### src/design/tpi_pkg.sv
// Purpose: constants for the twisted-pair phy interrupt and status block
// Assumes: apb with 32-bit data, one aligned word per register
// Notes:   printed offsets are register indices; byte address is 4x index
package tpi_pkg;
   // ---------------------------------------------------------------
   // register indices and byte addresses
   // ---------------------------------------------------------------
   localparam logic [7:0]  IDX_INT_FLAGS_MASKS = 8'hd1;
   localparam logic [7:0]  IDX_EXT_STATUS      = 8'hd2;
   localparam logic [7:0]  IDX_P2_CONTROL      = 8'hd7;
   localparam logic [11:0] ADDR_INT_FLAGS_MASKS = 12'h344;
   localparam logic [11:0] ADDR_EXT_STATUS      = 12'h348;
   localparam logic [11:0] ADDR_P2_CONTROL      = 12'h35c;

   // ---------------------------------------------------------------
   // interrupt register fields
   // ---------------------------------------------------------------
   localparam int INT_GLOBAL_MASK_BIT  = 13;
   localparam int INT_SPEED_MASK_BIT   = 10;
   localparam int INT_DUPLEX_MASK_BIT  = 9;
   localparam int INT_LINK_MASK_BIT    = 8;
   localparam int INT_PWR_ENABLE_BIT   = 7;
   localparam int INT_PWR_FLAG_BIT     = 6;
   localparam int INT_SUMMARY_BIT      = 5;
   localparam int INT_SPEED_FLAG_BIT   = 2;
   localparam int INT_DUPLEX_FLAG_BIT  = 1;
   localparam int INT_LINK_FLAG_BIT    = 0;
   localparam logic [15:0] INT_RESET   = 16'h2700;

   // ---------------------------------------------------------------
   // extended status fields
   // ---------------------------------------------------------------
   localparam int ST_SPEED_BIT    = 14;
   localparam int ST_DUPLEX_BIT   = 13;
   localparam int ST_RESOLVED_BIT = 11;
   localparam int ST_LINK_BIT     = 10;
   localparam int ST_CROSS_BIT    = 9;
   localparam int ST_POLARITY_BIT = 8;
   localparam int ST_JABBER_BIT   = 7;
   localparam logic [15:0] ST_RESET = 16'h4008;

   // ---------------------------------------------------------------
   // second port control fields
   // ---------------------------------------------------------------
   localparam int P2_SPEED_BIT  = 13;
   localparam int P2_ANEG_BIT   = 12;
   localparam int P2_DUPLEX_BIT = 8;
   localparam logic [15:0] P2_RESET    = 16'h2100;
   localparam logic [15:0] P2_WR_MASK  = 16'hedff;
endpackage

### src/design/tpi_change_det.sv
// Purpose: flags a change of a level in the same cycle, against the sample taken at the edge before
// Assumes: input synchronous to pclk
// Notes:   first sample after reset is taken silently
`timescale 1ns/1ps
`default_nettype none
module tpi_change_det (
   input  wire logic pclk,
   input  wire logic presetn,
   input  wire logic level_in,
   output logic      changed
);
   logic prev_reg;
   logic armed_reg;

   always_ff @(posedge pclk or negedge presetn) begin
      if (!presetn) begin
         prev_reg  <= 1'b0;
         armed_reg <= 1'b0;
      end else begin
         prev_reg  <= level_in;
         armed_reg <= 1'b1;
      end
   end

   // no event for the first sample, so reset value never fakes a change
   assign changed = armed_reg && (prev_reg != level_in);
endmodule
`default_nettype wire

### src/design/tpi_top.sv
// Purpose: interrupt flags, masks and extended status of the tp phy
// Assumes: status inputs synchronous to pclk; apb slave, zero wait
// Notes:   flags clear on a read of the interrupt register
//
// Functional notes
// - speed-change mask bit 10 blocks flag bit 2; resets to 1
// - duplex-change mask bit 9 blocks flag bit 1; resets to 1
// - link-change mask bit 8 blocks flag bit 0; resets to 1
// - power-abnormal enable bit 7: 1 passes flag bit 6; resets to 0
// - remote power-abnormal frame sets flag bit 6; cleared by read
// - summary bit 5 is OR of flag bits 0 to 4; resets to 0
// - speed change sets flag bit 2; cleared by read
// - duplex change sets flag bit 1; cleared by read
// - link change sets flag bit 0; cleared by read
// - status bit 14 shows speed, 1 = 100M
// - status bit 13 shows duplex, 1 = full
// - status bit 11 shows auto-negotiation complete
// - status bit 10 shows link up
// - status bit 9 shows crossover active
// - status bit 8 shows reversed receive polarity
// - status bit 7 shows jabber detected
// - extended status is read-only, resets to 0x4008
// - second port control has no auto-negotiation; fixed config
// - global mask bit 13 suppresses every source; resets to 1
`timescale 1ns/1ps
`default_nettype none
module tpi_top
   import tpi_pkg::*;
#(
   parameter int ADDR_W = 12
) (
   input  wire logic              pclk,
   input  wire logic              presetn,
   input  wire logic              psel,
   input  wire logic              penable,
   input  wire logic              pwrite,
   input  wire logic [ADDR_W-1:0] paddr,
   input  wire logic [31:0]       pwdata,
   input  wire logic [3:0]        pstrb,
   output logic      [31:0]       prdata,
   output logic                   pready,
   output logic                   pslverr,
   input  wire logic              tp_speed_100,
   input  wire logic              tp_full_duplex,
   input  wire logic              tp_aneg_done,
   input  wire logic              tp_link_up,
   input  wire logic              tp_crossed,
   input  wire logic              tp_polarity_rev,
   input  wire logic              tp_jabber,
   input  wire logic              remote_pwr_abnormal,
   output logic                   irq,
   output logic                   p2_speed_100,
   output logic                   p2_full_duplex
);
   initial begin
      if (ADDR_W < 10 || ADDR_W > 32)
         $error("tpi_top: ADDR_W must lie in 10..32");
   end

   // ---------------------------------------------------------------
   // change detection
   // ---------------------------------------------------------------
   logic speed_chg;
   logic duplex_chg;
   logic link_chg;

   tpi_change_det u_speed (
      .pclk     (pclk),
      .presetn  (presetn),
      .level_in (tp_speed_100),
      .changed  (speed_chg)
   );
   tpi_change_det u_duplex (
      .pclk     (pclk),
      .presetn  (presetn),
      .level_in (tp_full_duplex),
      .changed  (duplex_chg)
   );
   tpi_change_det u_link (
      .pclk     (pclk),
      .presetn  (presetn),
      .level_in (tp_link_up),
      .changed  (link_chg)
   );

   // ---------------------------------------------------------------
   // apb decode
   // ---------------------------------------------------------------
   logic acc;
   logic hit_int;
   logic hit_st;
   logic hit_p2;
   logic wr_int;
   logic wr_p2;
   logic rd_int;
   logic lo_en;
   logic hi_en;

   assign acc     = psel && penable;
   // cast, not part-select: a wider bus must zero-extend the offsets
   assign hit_int = (paddr == ADDR_W'(ADDR_INT_FLAGS_MASKS));
   assign hit_st  = (paddr == ADDR_W'(ADDR_EXT_STATUS));
   assign hit_p2  = (paddr == ADDR_W'(ADDR_P2_CONTROL));
   assign lo_en   = pstrb[0];
   assign hi_en   = pstrb[1];
   assign wr_int  = acc && pwrite && hit_int;
   assign wr_p2   = acc && pwrite && hit_p2;
   assign rd_int  = acc && !pwrite && hit_int;

   // ---------------------------------------------------------------
   // masks
   // ---------------------------------------------------------------
   logic global_mask_reg;
   logic speed_mask_reg;
   logic duplex_mask_reg;
   logic link_mask_reg;
   logic pwr_enable_reg;

   always_ff @(posedge pclk or negedge presetn) begin
      if (!presetn) begin
         global_mask_reg <= INT_RESET[INT_GLOBAL_MASK_BIT];
         speed_mask_reg  <= INT_RESET[INT_SPEED_MASK_BIT];
         duplex_mask_reg <= INT_RESET[INT_DUPLEX_MASK_BIT];
         link_mask_reg   <= INT_RESET[INT_LINK_MASK_BIT];
         pwr_enable_reg  <= INT_RESET[INT_PWR_ENABLE_BIT];
      end else if (wr_int) begin
         if (hi_en) begin
            global_mask_reg <= pwdata[INT_GLOBAL_MASK_BIT];
            speed_mask_reg  <= pwdata[INT_SPEED_MASK_BIT];
            duplex_mask_reg <= pwdata[INT_DUPLEX_MASK_BIT];
            link_mask_reg   <= pwdata[INT_LINK_MASK_BIT];
         end
         if (lo_en) begin
            pwr_enable_reg <= pwdata[INT_PWR_ENABLE_BIT];
         end
      end
   end

   // ---------------------------------------------------------------
   // event flags: a new event in the read cycle survives the clear
   // ---------------------------------------------------------------
   logic speed_flag_reg;
   logic duplex_flag_reg;
   logic link_flag_reg;
   logic pwr_flag_reg;

   always_ff @(posedge pclk or negedge presetn) begin
      if (!presetn) begin
         speed_flag_reg  <= 1'b0;
         duplex_flag_reg <= 1'b0;
         link_flag_reg   <= 1'b0;
         pwr_flag_reg    <= 1'b0;
      end else begin
         speed_flag_reg  <= speed_chg  || (speed_flag_reg  && !rd_int);
         duplex_flag_reg <= duplex_chg || (duplex_flag_reg && !rd_int);
         link_flag_reg   <= link_chg   || (link_flag_reg   && !rd_int);
         pwr_flag_reg    <= remote_pwr_abnormal
                            || (pwr_flag_reg && !rd_int);
      end
   end

   logic summary;
   logic irq_next;

   // positions 3 and 4 are reserved and always zero
   assign summary = speed_flag_reg || duplex_flag_reg
                    || link_flag_reg;

   always_comb begin
      irq_next = 1'b0;
      if (!global_mask_reg) begin
         irq_next = (speed_flag_reg  && !speed_mask_reg)
                 || (duplex_flag_reg && !duplex_mask_reg)
                 || (link_flag_reg   && !link_mask_reg)
                 || (pwr_flag_reg    && pwr_enable_reg);
      end
   end

   always_ff @(posedge pclk or negedge presetn) begin
      if (!presetn) begin
         irq <= 1'b0;
      end else begin
         irq <= irq_next;
      end
   end

   // ---------------------------------------------------------------
   // second port control: speed and duplex by configuration only
   // ---------------------------------------------------------------
   logic [15:0] p2_ctrl_reg;

   always_ff @(posedge pclk or negedge presetn) begin
      if (!presetn) begin
         p2_ctrl_reg <= P2_RESET;
      end else if (wr_p2) begin
         if (lo_en) begin
            p2_ctrl_reg[7:0] <= pwdata[7:0] & P2_WR_MASK[7:0];
         end
         if (hi_en) begin
            // auto-negotiation enable stays zero on this port
            p2_ctrl_reg[15:8] <= pwdata[15:8] & P2_WR_MASK[15:8];
         end
      end
   end

   always_ff @(posedge pclk or negedge presetn) begin
      if (!presetn) begin
         p2_speed_100   <= P2_RESET[P2_SPEED_BIT];
         p2_full_duplex <= P2_RESET[P2_DUPLEX_BIT];
      end else begin
         p2_speed_100   <= p2_ctrl_reg[P2_SPEED_BIT];
         p2_full_duplex <= p2_ctrl_reg[P2_DUPLEX_BIT];
      end
   end

   // ---------------------------------------------------------------
   // extended status, registered mirror of the phy state
   // ---------------------------------------------------------------
   logic [15:0] ext_status_reg;

   always_ff @(posedge pclk or negedge presetn) begin
      if (!presetn) begin
         ext_status_reg <= ST_RESET;
      end else begin
         ext_status_reg                  <= 16'h0000;
         ext_status_reg[ST_SPEED_BIT]    <= tp_speed_100;
         ext_status_reg[ST_DUPLEX_BIT]   <= tp_full_duplex;
         ext_status_reg[ST_RESOLVED_BIT] <= tp_aneg_done;
         ext_status_reg[ST_LINK_BIT]     <= tp_link_up;
         ext_status_reg[ST_CROSS_BIT]    <= tp_crossed;
         ext_status_reg[ST_POLARITY_BIT] <= tp_polarity_rev;
         ext_status_reg[ST_JABBER_BIT]   <= tp_jabber;
      end
   end

   // ---------------------------------------------------------------
   // read data and answer
   // ---------------------------------------------------------------
   logic [15:0] int_view;

   always_comb begin
      int_view                      = 16'h0000;
      int_view[INT_GLOBAL_MASK_BIT] = global_mask_reg;
      int_view[INT_SPEED_MASK_BIT]  = speed_mask_reg;
      int_view[INT_DUPLEX_MASK_BIT] = duplex_mask_reg;
      int_view[INT_LINK_MASK_BIT]   = link_mask_reg;
      int_view[INT_PWR_ENABLE_BIT]  = pwr_enable_reg;
      int_view[INT_PWR_FLAG_BIT]    = pwr_flag_reg;
      int_view[INT_SUMMARY_BIT]     = summary;
      int_view[INT_SPEED_FLAG_BIT]  = speed_flag_reg;
      int_view[INT_DUPLEX_FLAG_BIT] = duplex_flag_reg;
      int_view[INT_LINK_FLAG_BIT]   = link_flag_reg;
   end

   // registered answer: a setup cycle loads data, the access cycle ends
   logic setup;
   assign setup = psel && !penable;

   always_ff @(posedge pclk or negedge presetn) begin
      if (!presetn) begin
         prdata  <= 32'h0000_0000;
         pready  <= 1'b0;
         pslverr <= 1'b0;
      end else begin
         pready  <= setup;
         pslverr <= setup && !(hit_int || hit_st || hit_p2);
         if (setup && !pwrite) begin
            if (hit_int) begin
               prdata <= {16'h0000, int_view};
            end else if (hit_st) begin
               prdata <= {16'h0000, ext_status_reg};
            end else if (hit_p2) begin
               prdata <= {16'h0000, p2_ctrl_reg};
            end else begin
               prdata <= 32'h0000_0000;
            end
         end else begin
            prdata <= 32'h0000_0000;
         end
      end
   end
endmodule
`default_nettype wire

### config.mk
export PLATFORM = sky130hd
export DESIGN_NAME = tpi_top
export DESIGN_NICKNAME = d
export VERILOG_FILES = /design/src/design/tpi_pkg.sv /design/src/design/tpi_change_det.sv /design/src/design/tpi_top.sv
export SDC_FILE = /design/constraint.sdc
export NUM_CORES = 1
export LEC_CHECK = 0
export ABC_AREA = 1
export BUFFER_PORTS_ARGS = -buffer_cell sky130_fd_sc_hd__clkbuf_2
export CAP_MARGIN = 0
export CORE_MARGIN = 2
export CORE_UTILIZATION = 53
export CTS_CLUSTER_DIAMETER = 150
export DETAILED_ROUTE_END_ITERATION = 6
export PLACE_DENSITY = 0.85
export SYNTH_ARGS = -nofsm -noshare
export SYNTH_HDL_FRONTEND = slang
export SYNTH_HIERARCHICAL = 1
export SYNTH_SLANG_ARGS = --single-unit
### constraint.sdc
create_clock -name pclk -period 2 [get_ports pclk]
set_input_delay 0.3 -clock pclk [delete_from_list [all_inputs] [get_ports pclk]]
set_output_delay 0.3 -clock pclk [all_outputs]
set_load 0.05 [all_outputs]
# Yosys cells after proc, flatten, opt, wreduce, memory -nomap -nowiden
# Index checks and enable logic that the tools add are counted.
[totals]
ff_bits = 72
inputBits = 61
output_inout_bits = 37
[op_classes]
eq_ne = 6
mux = 5
reduce_logical = 42
[ops]
columns = ["op", "n"]
rows = [
  ["16-bit two-way mux", 3],
  ["12-bit by 10-bit equality test with 1-bit output (second input constant)", 3],
  ["32-bit two-way mux", 1],
  ["1-bit logical AND", 20],
  ["1-bit logical OR", 11],
  ["2-bit AND reduction", 4],
  ["1-bit logical NOT", 7],
  ["1-bit != test", 3],
  ["1-bit two-way mux", 1],
]

# Logic depth before layout (Yosys ltp)
[depth]
ltp_word = 6
ltp_mapped = 9
ltp_nobuf = 9

# Cells and area by module
# The synthesis kept the hierarchy.
[by_module_without_submodules]
columns = ["mod", "n_inst", "cells_per_inst", "area_per_inst_um2"]
rows = [
  ["tpi_top", 1, 265, 2362.3],
  ["tpi_change_det", 3, 7, 68.8],
]

# Worst setup path after synthesis
# OpenSTA, ideal clock, no wires.
[synth_path]
path_type = "input to register"
start = "input port paddr[3]"
end = "register prdata[10]"
setup_time_ns = 0.118
arrival_time_ns = 1.085
slack_ns = 0.797
path_stages = 8
n_path_buf = 0
cell_sequence = "inv_1 nand2_1 nor2_1 nand3_2 nand2_1 inv_2 nand3_1 nand2_1"
[synth_between]
elab_chain_cells = 5
elab_cells_between_ends = 7
cone_classes = "eq/ne: 3; mux: 4"
[synth_rtl]
columns = ["element", "line", "rtl"]
rows = [
  ["start, declared", "tpi_top.sv:37", "input wire logic [ADDR_W-1:0] paddr,"],
  ["12-bit by 10-bit equality test with 1-bit output", "tpi_top.sv:103", "assign hit_p2 = (paddr == ADDR_W'(ADDR_P2_CONTROL));"],
  ["16-bit two-way mux", "tpi_top.sv:272", "end else if (hit_p2) begin"],
  ["16-bit two-way mux", "tpi_top.sv:270", "end else if (hit_st) begin"],
  ["16-bit two-way mux (*)", "tpi_top.sv:268", "if (hit_int) begin"],
  ["32-bit two-way mux (*)", "tpi_top.sv:267", "if (setup && !pwrite) begin"],
  ["end signal, assigned", "tpi_top.sv:269", "prdata <= {16'h0000, int_view};"],
  ["end signal, assigned", "tpi_top.sv:271", "prdata <= {16'h0000, ext_status_reg};"],
  ["end signal, assigned", "tpi_top.sv:273", "prdata <= {16'h0000, p2_ctrl_reg};"],
  ["end, declared", "tpi_top.sv:40", "output logic [31:0] prdata,"],
]
# Every way passes the cells marked *; elsewhere a longest branch is shown, timed or not.
# A chain may end at the register's enable or synchronous reset.

# Worst setup path in the final report
[layout_path]
start = "register p2_full_duplex"
end = "output port p2_full_duplex"
[layout_lines]
columns = ["element", "line", "rtl"]
rows = [
  ["start, declared", "tpi_top.sv:53", "output logic p2_full_duplex"],
  ["start signal, assigned", "tpi_top.sv:209", "p2_full_duplex <= P2_RESET[P2_DUPLEX_BIT];"],
  ["start signal, assigned", "tpi_top.sv:212", "p2_full_duplex <= p2_ctrl_reg[P2_DUPLEX_BIT];"],
]
# No word-level cell between the ends.

==> results_dict.tcl <==
set metrics [dict create \
    grt_max_degree 38 \
    p_leak_nw 1.72 \
    fmax_mhz 708 \
    die_h_microns 73.6 \
    holdWs_ns 0.0648 \
    wl_per_cell_microns 12.5 \
    final.setup.tns_ns 0 \
    synthDistinctLibCells 29 \
    place.gp.congestion 0.896 \
    crit_type "reg -> out" \
    slowest_delay_ns 0.51 \
    vias 2049 \
    antenna_found_initial 0 \
    final_area_sq_mm 0.00309 \
    endpoint_kind "primary output" \
    die-area_sq_mm 0.00542 \
    worst_slack_ns 0.588 \
    p_per_area_mw_per_mm2 799 \
    first_global_vias 1865 \
    synth_cells 286 \
    rsz0062_at_grt "false" \
    dp_worst_setup_slack_ns 0.463 \
    initial_core_util 0.547 \
    dr_wl_met3_microns 262 \
    cts_tree "yes" \
    finalMaxSlewViolations 0 \
    start_kind "register" \
    skew_ns 0.0103 \
    vias_per_cell 4.93 \
    drive_gt1_frac 0.298 \
    hold_viol_final 0 \
    areaGrowthSynthToFinish_pct 20.1 \
    worstPathArrival_ns 1.11 \
    die_x_microns 73.6 \
    drt_iter0_drc 170 \
    postCtsSetupRepairBufs 0 \
    tightest_slew_ns 0.550 \
    drt_first_pass_iters 4 \
    postPlaceCellArea_sq_mm 0.00288 \
    status "complete, no violations" \
    cp_cell_sequence "clkbuf_2" \
    overflow 0 \
    cts_buffers 9 \
    final_min_period_over_clock_period 0.706 \
    grt_use_total 0.207 \
    avgSynthCellArea_sq_um 8.98 \
    wl_met2_microns 2610 \
    hp-class "in -> reg" \
    clock_latency_ns 0.34 \
    slew_headroom 0.633 \
    drcViolationCount 0 \
    clock_path_buffers 2 \
    cts_resized 0 \
    largest_reg_flops 15 \
    setup_violations 0 \
    top_layer_used "met4" \
    seq_area_frac_synth 0.560 \
    vdd_drop_max_uv 461 \
    crit_fanout 1 \
    postCtsHoldBufs 1 \
    period_minus_slack_ns 1.41 \
    netlist_area_sq_mm 0.00257 \
    cts_sinks 57 \
    ys_warn_count 6 \
    ys_ff_latch 57 \
    hpwl_microns 3810 \
    cts.reportedPaths.clkPinSlew_ns 0.07 \
    num_rows 25 \
    cp_slowest_cell "dfstp_2" \
    met1_length_microns 2180 \
    final_nets 418 \
    htreeDepth 3 \
    grt_pass1_wl_microns 8160 \
    cpLargestDelayFamily "flip-flops" \
    wirelength_microns 5220 \
    antennaDiodeCount 0 \
    coreArea_sq_mm 0.00469 \
    port_buffers 61 \
    io_pins 98 \
    cp_num_buf_inv 1 \
    ant_nets 0 \
    root_buffer "clkbuf_8" \
    cap_violations 0 \
    crit_required_ns 1.70 \
]
## cell type report
type	instances	area, sq um
Tap cell	54	67.6
Clock buffer	13	159
Clock inverter	3	40.0
Inverter	26	97.6
Sequential cell	57	1440
Multi-Input combinational cell	200	947
Timing Repair Buffer	63	335
Fill cell	372	1610
## worst paths after layout
kind | start | endpoint | slack, ns | cells after the start
max reg2reg | duplex_flag_reg | prdata[5] | 0.96 | 3
max | p2_full_duplex | p2_full_duplex | 0.59 | 1
min in group asynchronous | presetn | prdata[15] | 0.48 | 2
min reg2reg | p2_ctrl_reg[8] | p2_full_duplex | 0.38 | 0
min | tp_jabber | ext_status_reg[7] | 0.06 | 1
max in group asynchronous | presetn | p2_ctrl_reg[8] | 0.88 | 3
## metal layers
layer / vias to the layer above / track usage
met5: - / 0
met4: 0 / 0.125
met3: 19 / 0.0700
met2: 72 / 0.313
met1: 942 / 0.254
li1: 1016 / -
## Yosys cell counts
library cell  number  area, sq um
o21ai_0            1         5.00
o22ai_1            1         6.26
dfstp_2           10          263
nand4_1            9         56.3
nand2_2            6         37.5
a21oi_1            2         10.0
or2_2              1         6.26
buf_2              2         10.0
conb_1             4         15.0
buf_6              1         11.3
nand3b_1           4         30.0
clkinv_1           1         3.75
nand2_4            1         11.3
a21o_1             4         30.0
dfrtp_1           47         1180
inv_1             20         75.1
buf_4             17          128
nor3_1             3         15.0
nor2_4             3         33.8
nor2_2             3         18.8
a21boi_1           1         7.51
nor2_1            22         82.6
inv_2              5         18.8
a31oi_1            1         6.26
nand3_1           33          165
or2_1              1         6.26
nand3_2            2         20.0
nand2_1           80          300
nor2_8             1         20.0
## kinds of logic after synthesis
| kind of cell | Yosys count | share of synthesized area |
|---|---|---|
| AO/OA/AOI/OAI | 10 | 0.0253 |
| buffers and inverters | 46 | 0.0960 |
| flip-flops | 57 | 0.560 |
| other | 4 | 0.00584 |
| AND/OR/NAND/NOR | 169 | 0.313 |
## report_power, final
group / leakage [nW] / switching [mW] / total, mW / internal, mW
sequential: 0.704 / 0.00570 / 1.18 / 1.17
clock: 0.103 / 0.437 / 1.08 / 0.639
combinational: 0.913 / 0.161 / 0.210 / 0.0495
total: 1.72 / 0.604 / 2.47 / 1.86
## placed cells by master (no fill, tap or decap), types with 2 or more instances in the layout
cell type and instances:
clkinv_2 2, a21oi_1 2, nor2_1 22, nand3b_1 4, inv_1 20, nand4_1 9, nand2_1 80, clkbuf_8 11
inv_2 5, dfstp_2 10, dfrtp_1 47, nor2_4 3, nand3_1 33, nor2_2 3, clkbuf_1 2, nor3_1 3
nand3_2 2, conb_1 21, clkbuf_2 61, nand2_2 6, a21o_1 4
## per-stage QoR
stage               instances  total power, mW  utilization
finish                    416             2.47        0.658
floorplan                 303             1.35            -
CTS                       416             2.47        0.658
detailed placement        399             1.41        0.613
global route              416             2.54        0.658
global placement          399             1.40        0.613
No activity file was read; power rests on OpenSTA's default activity.
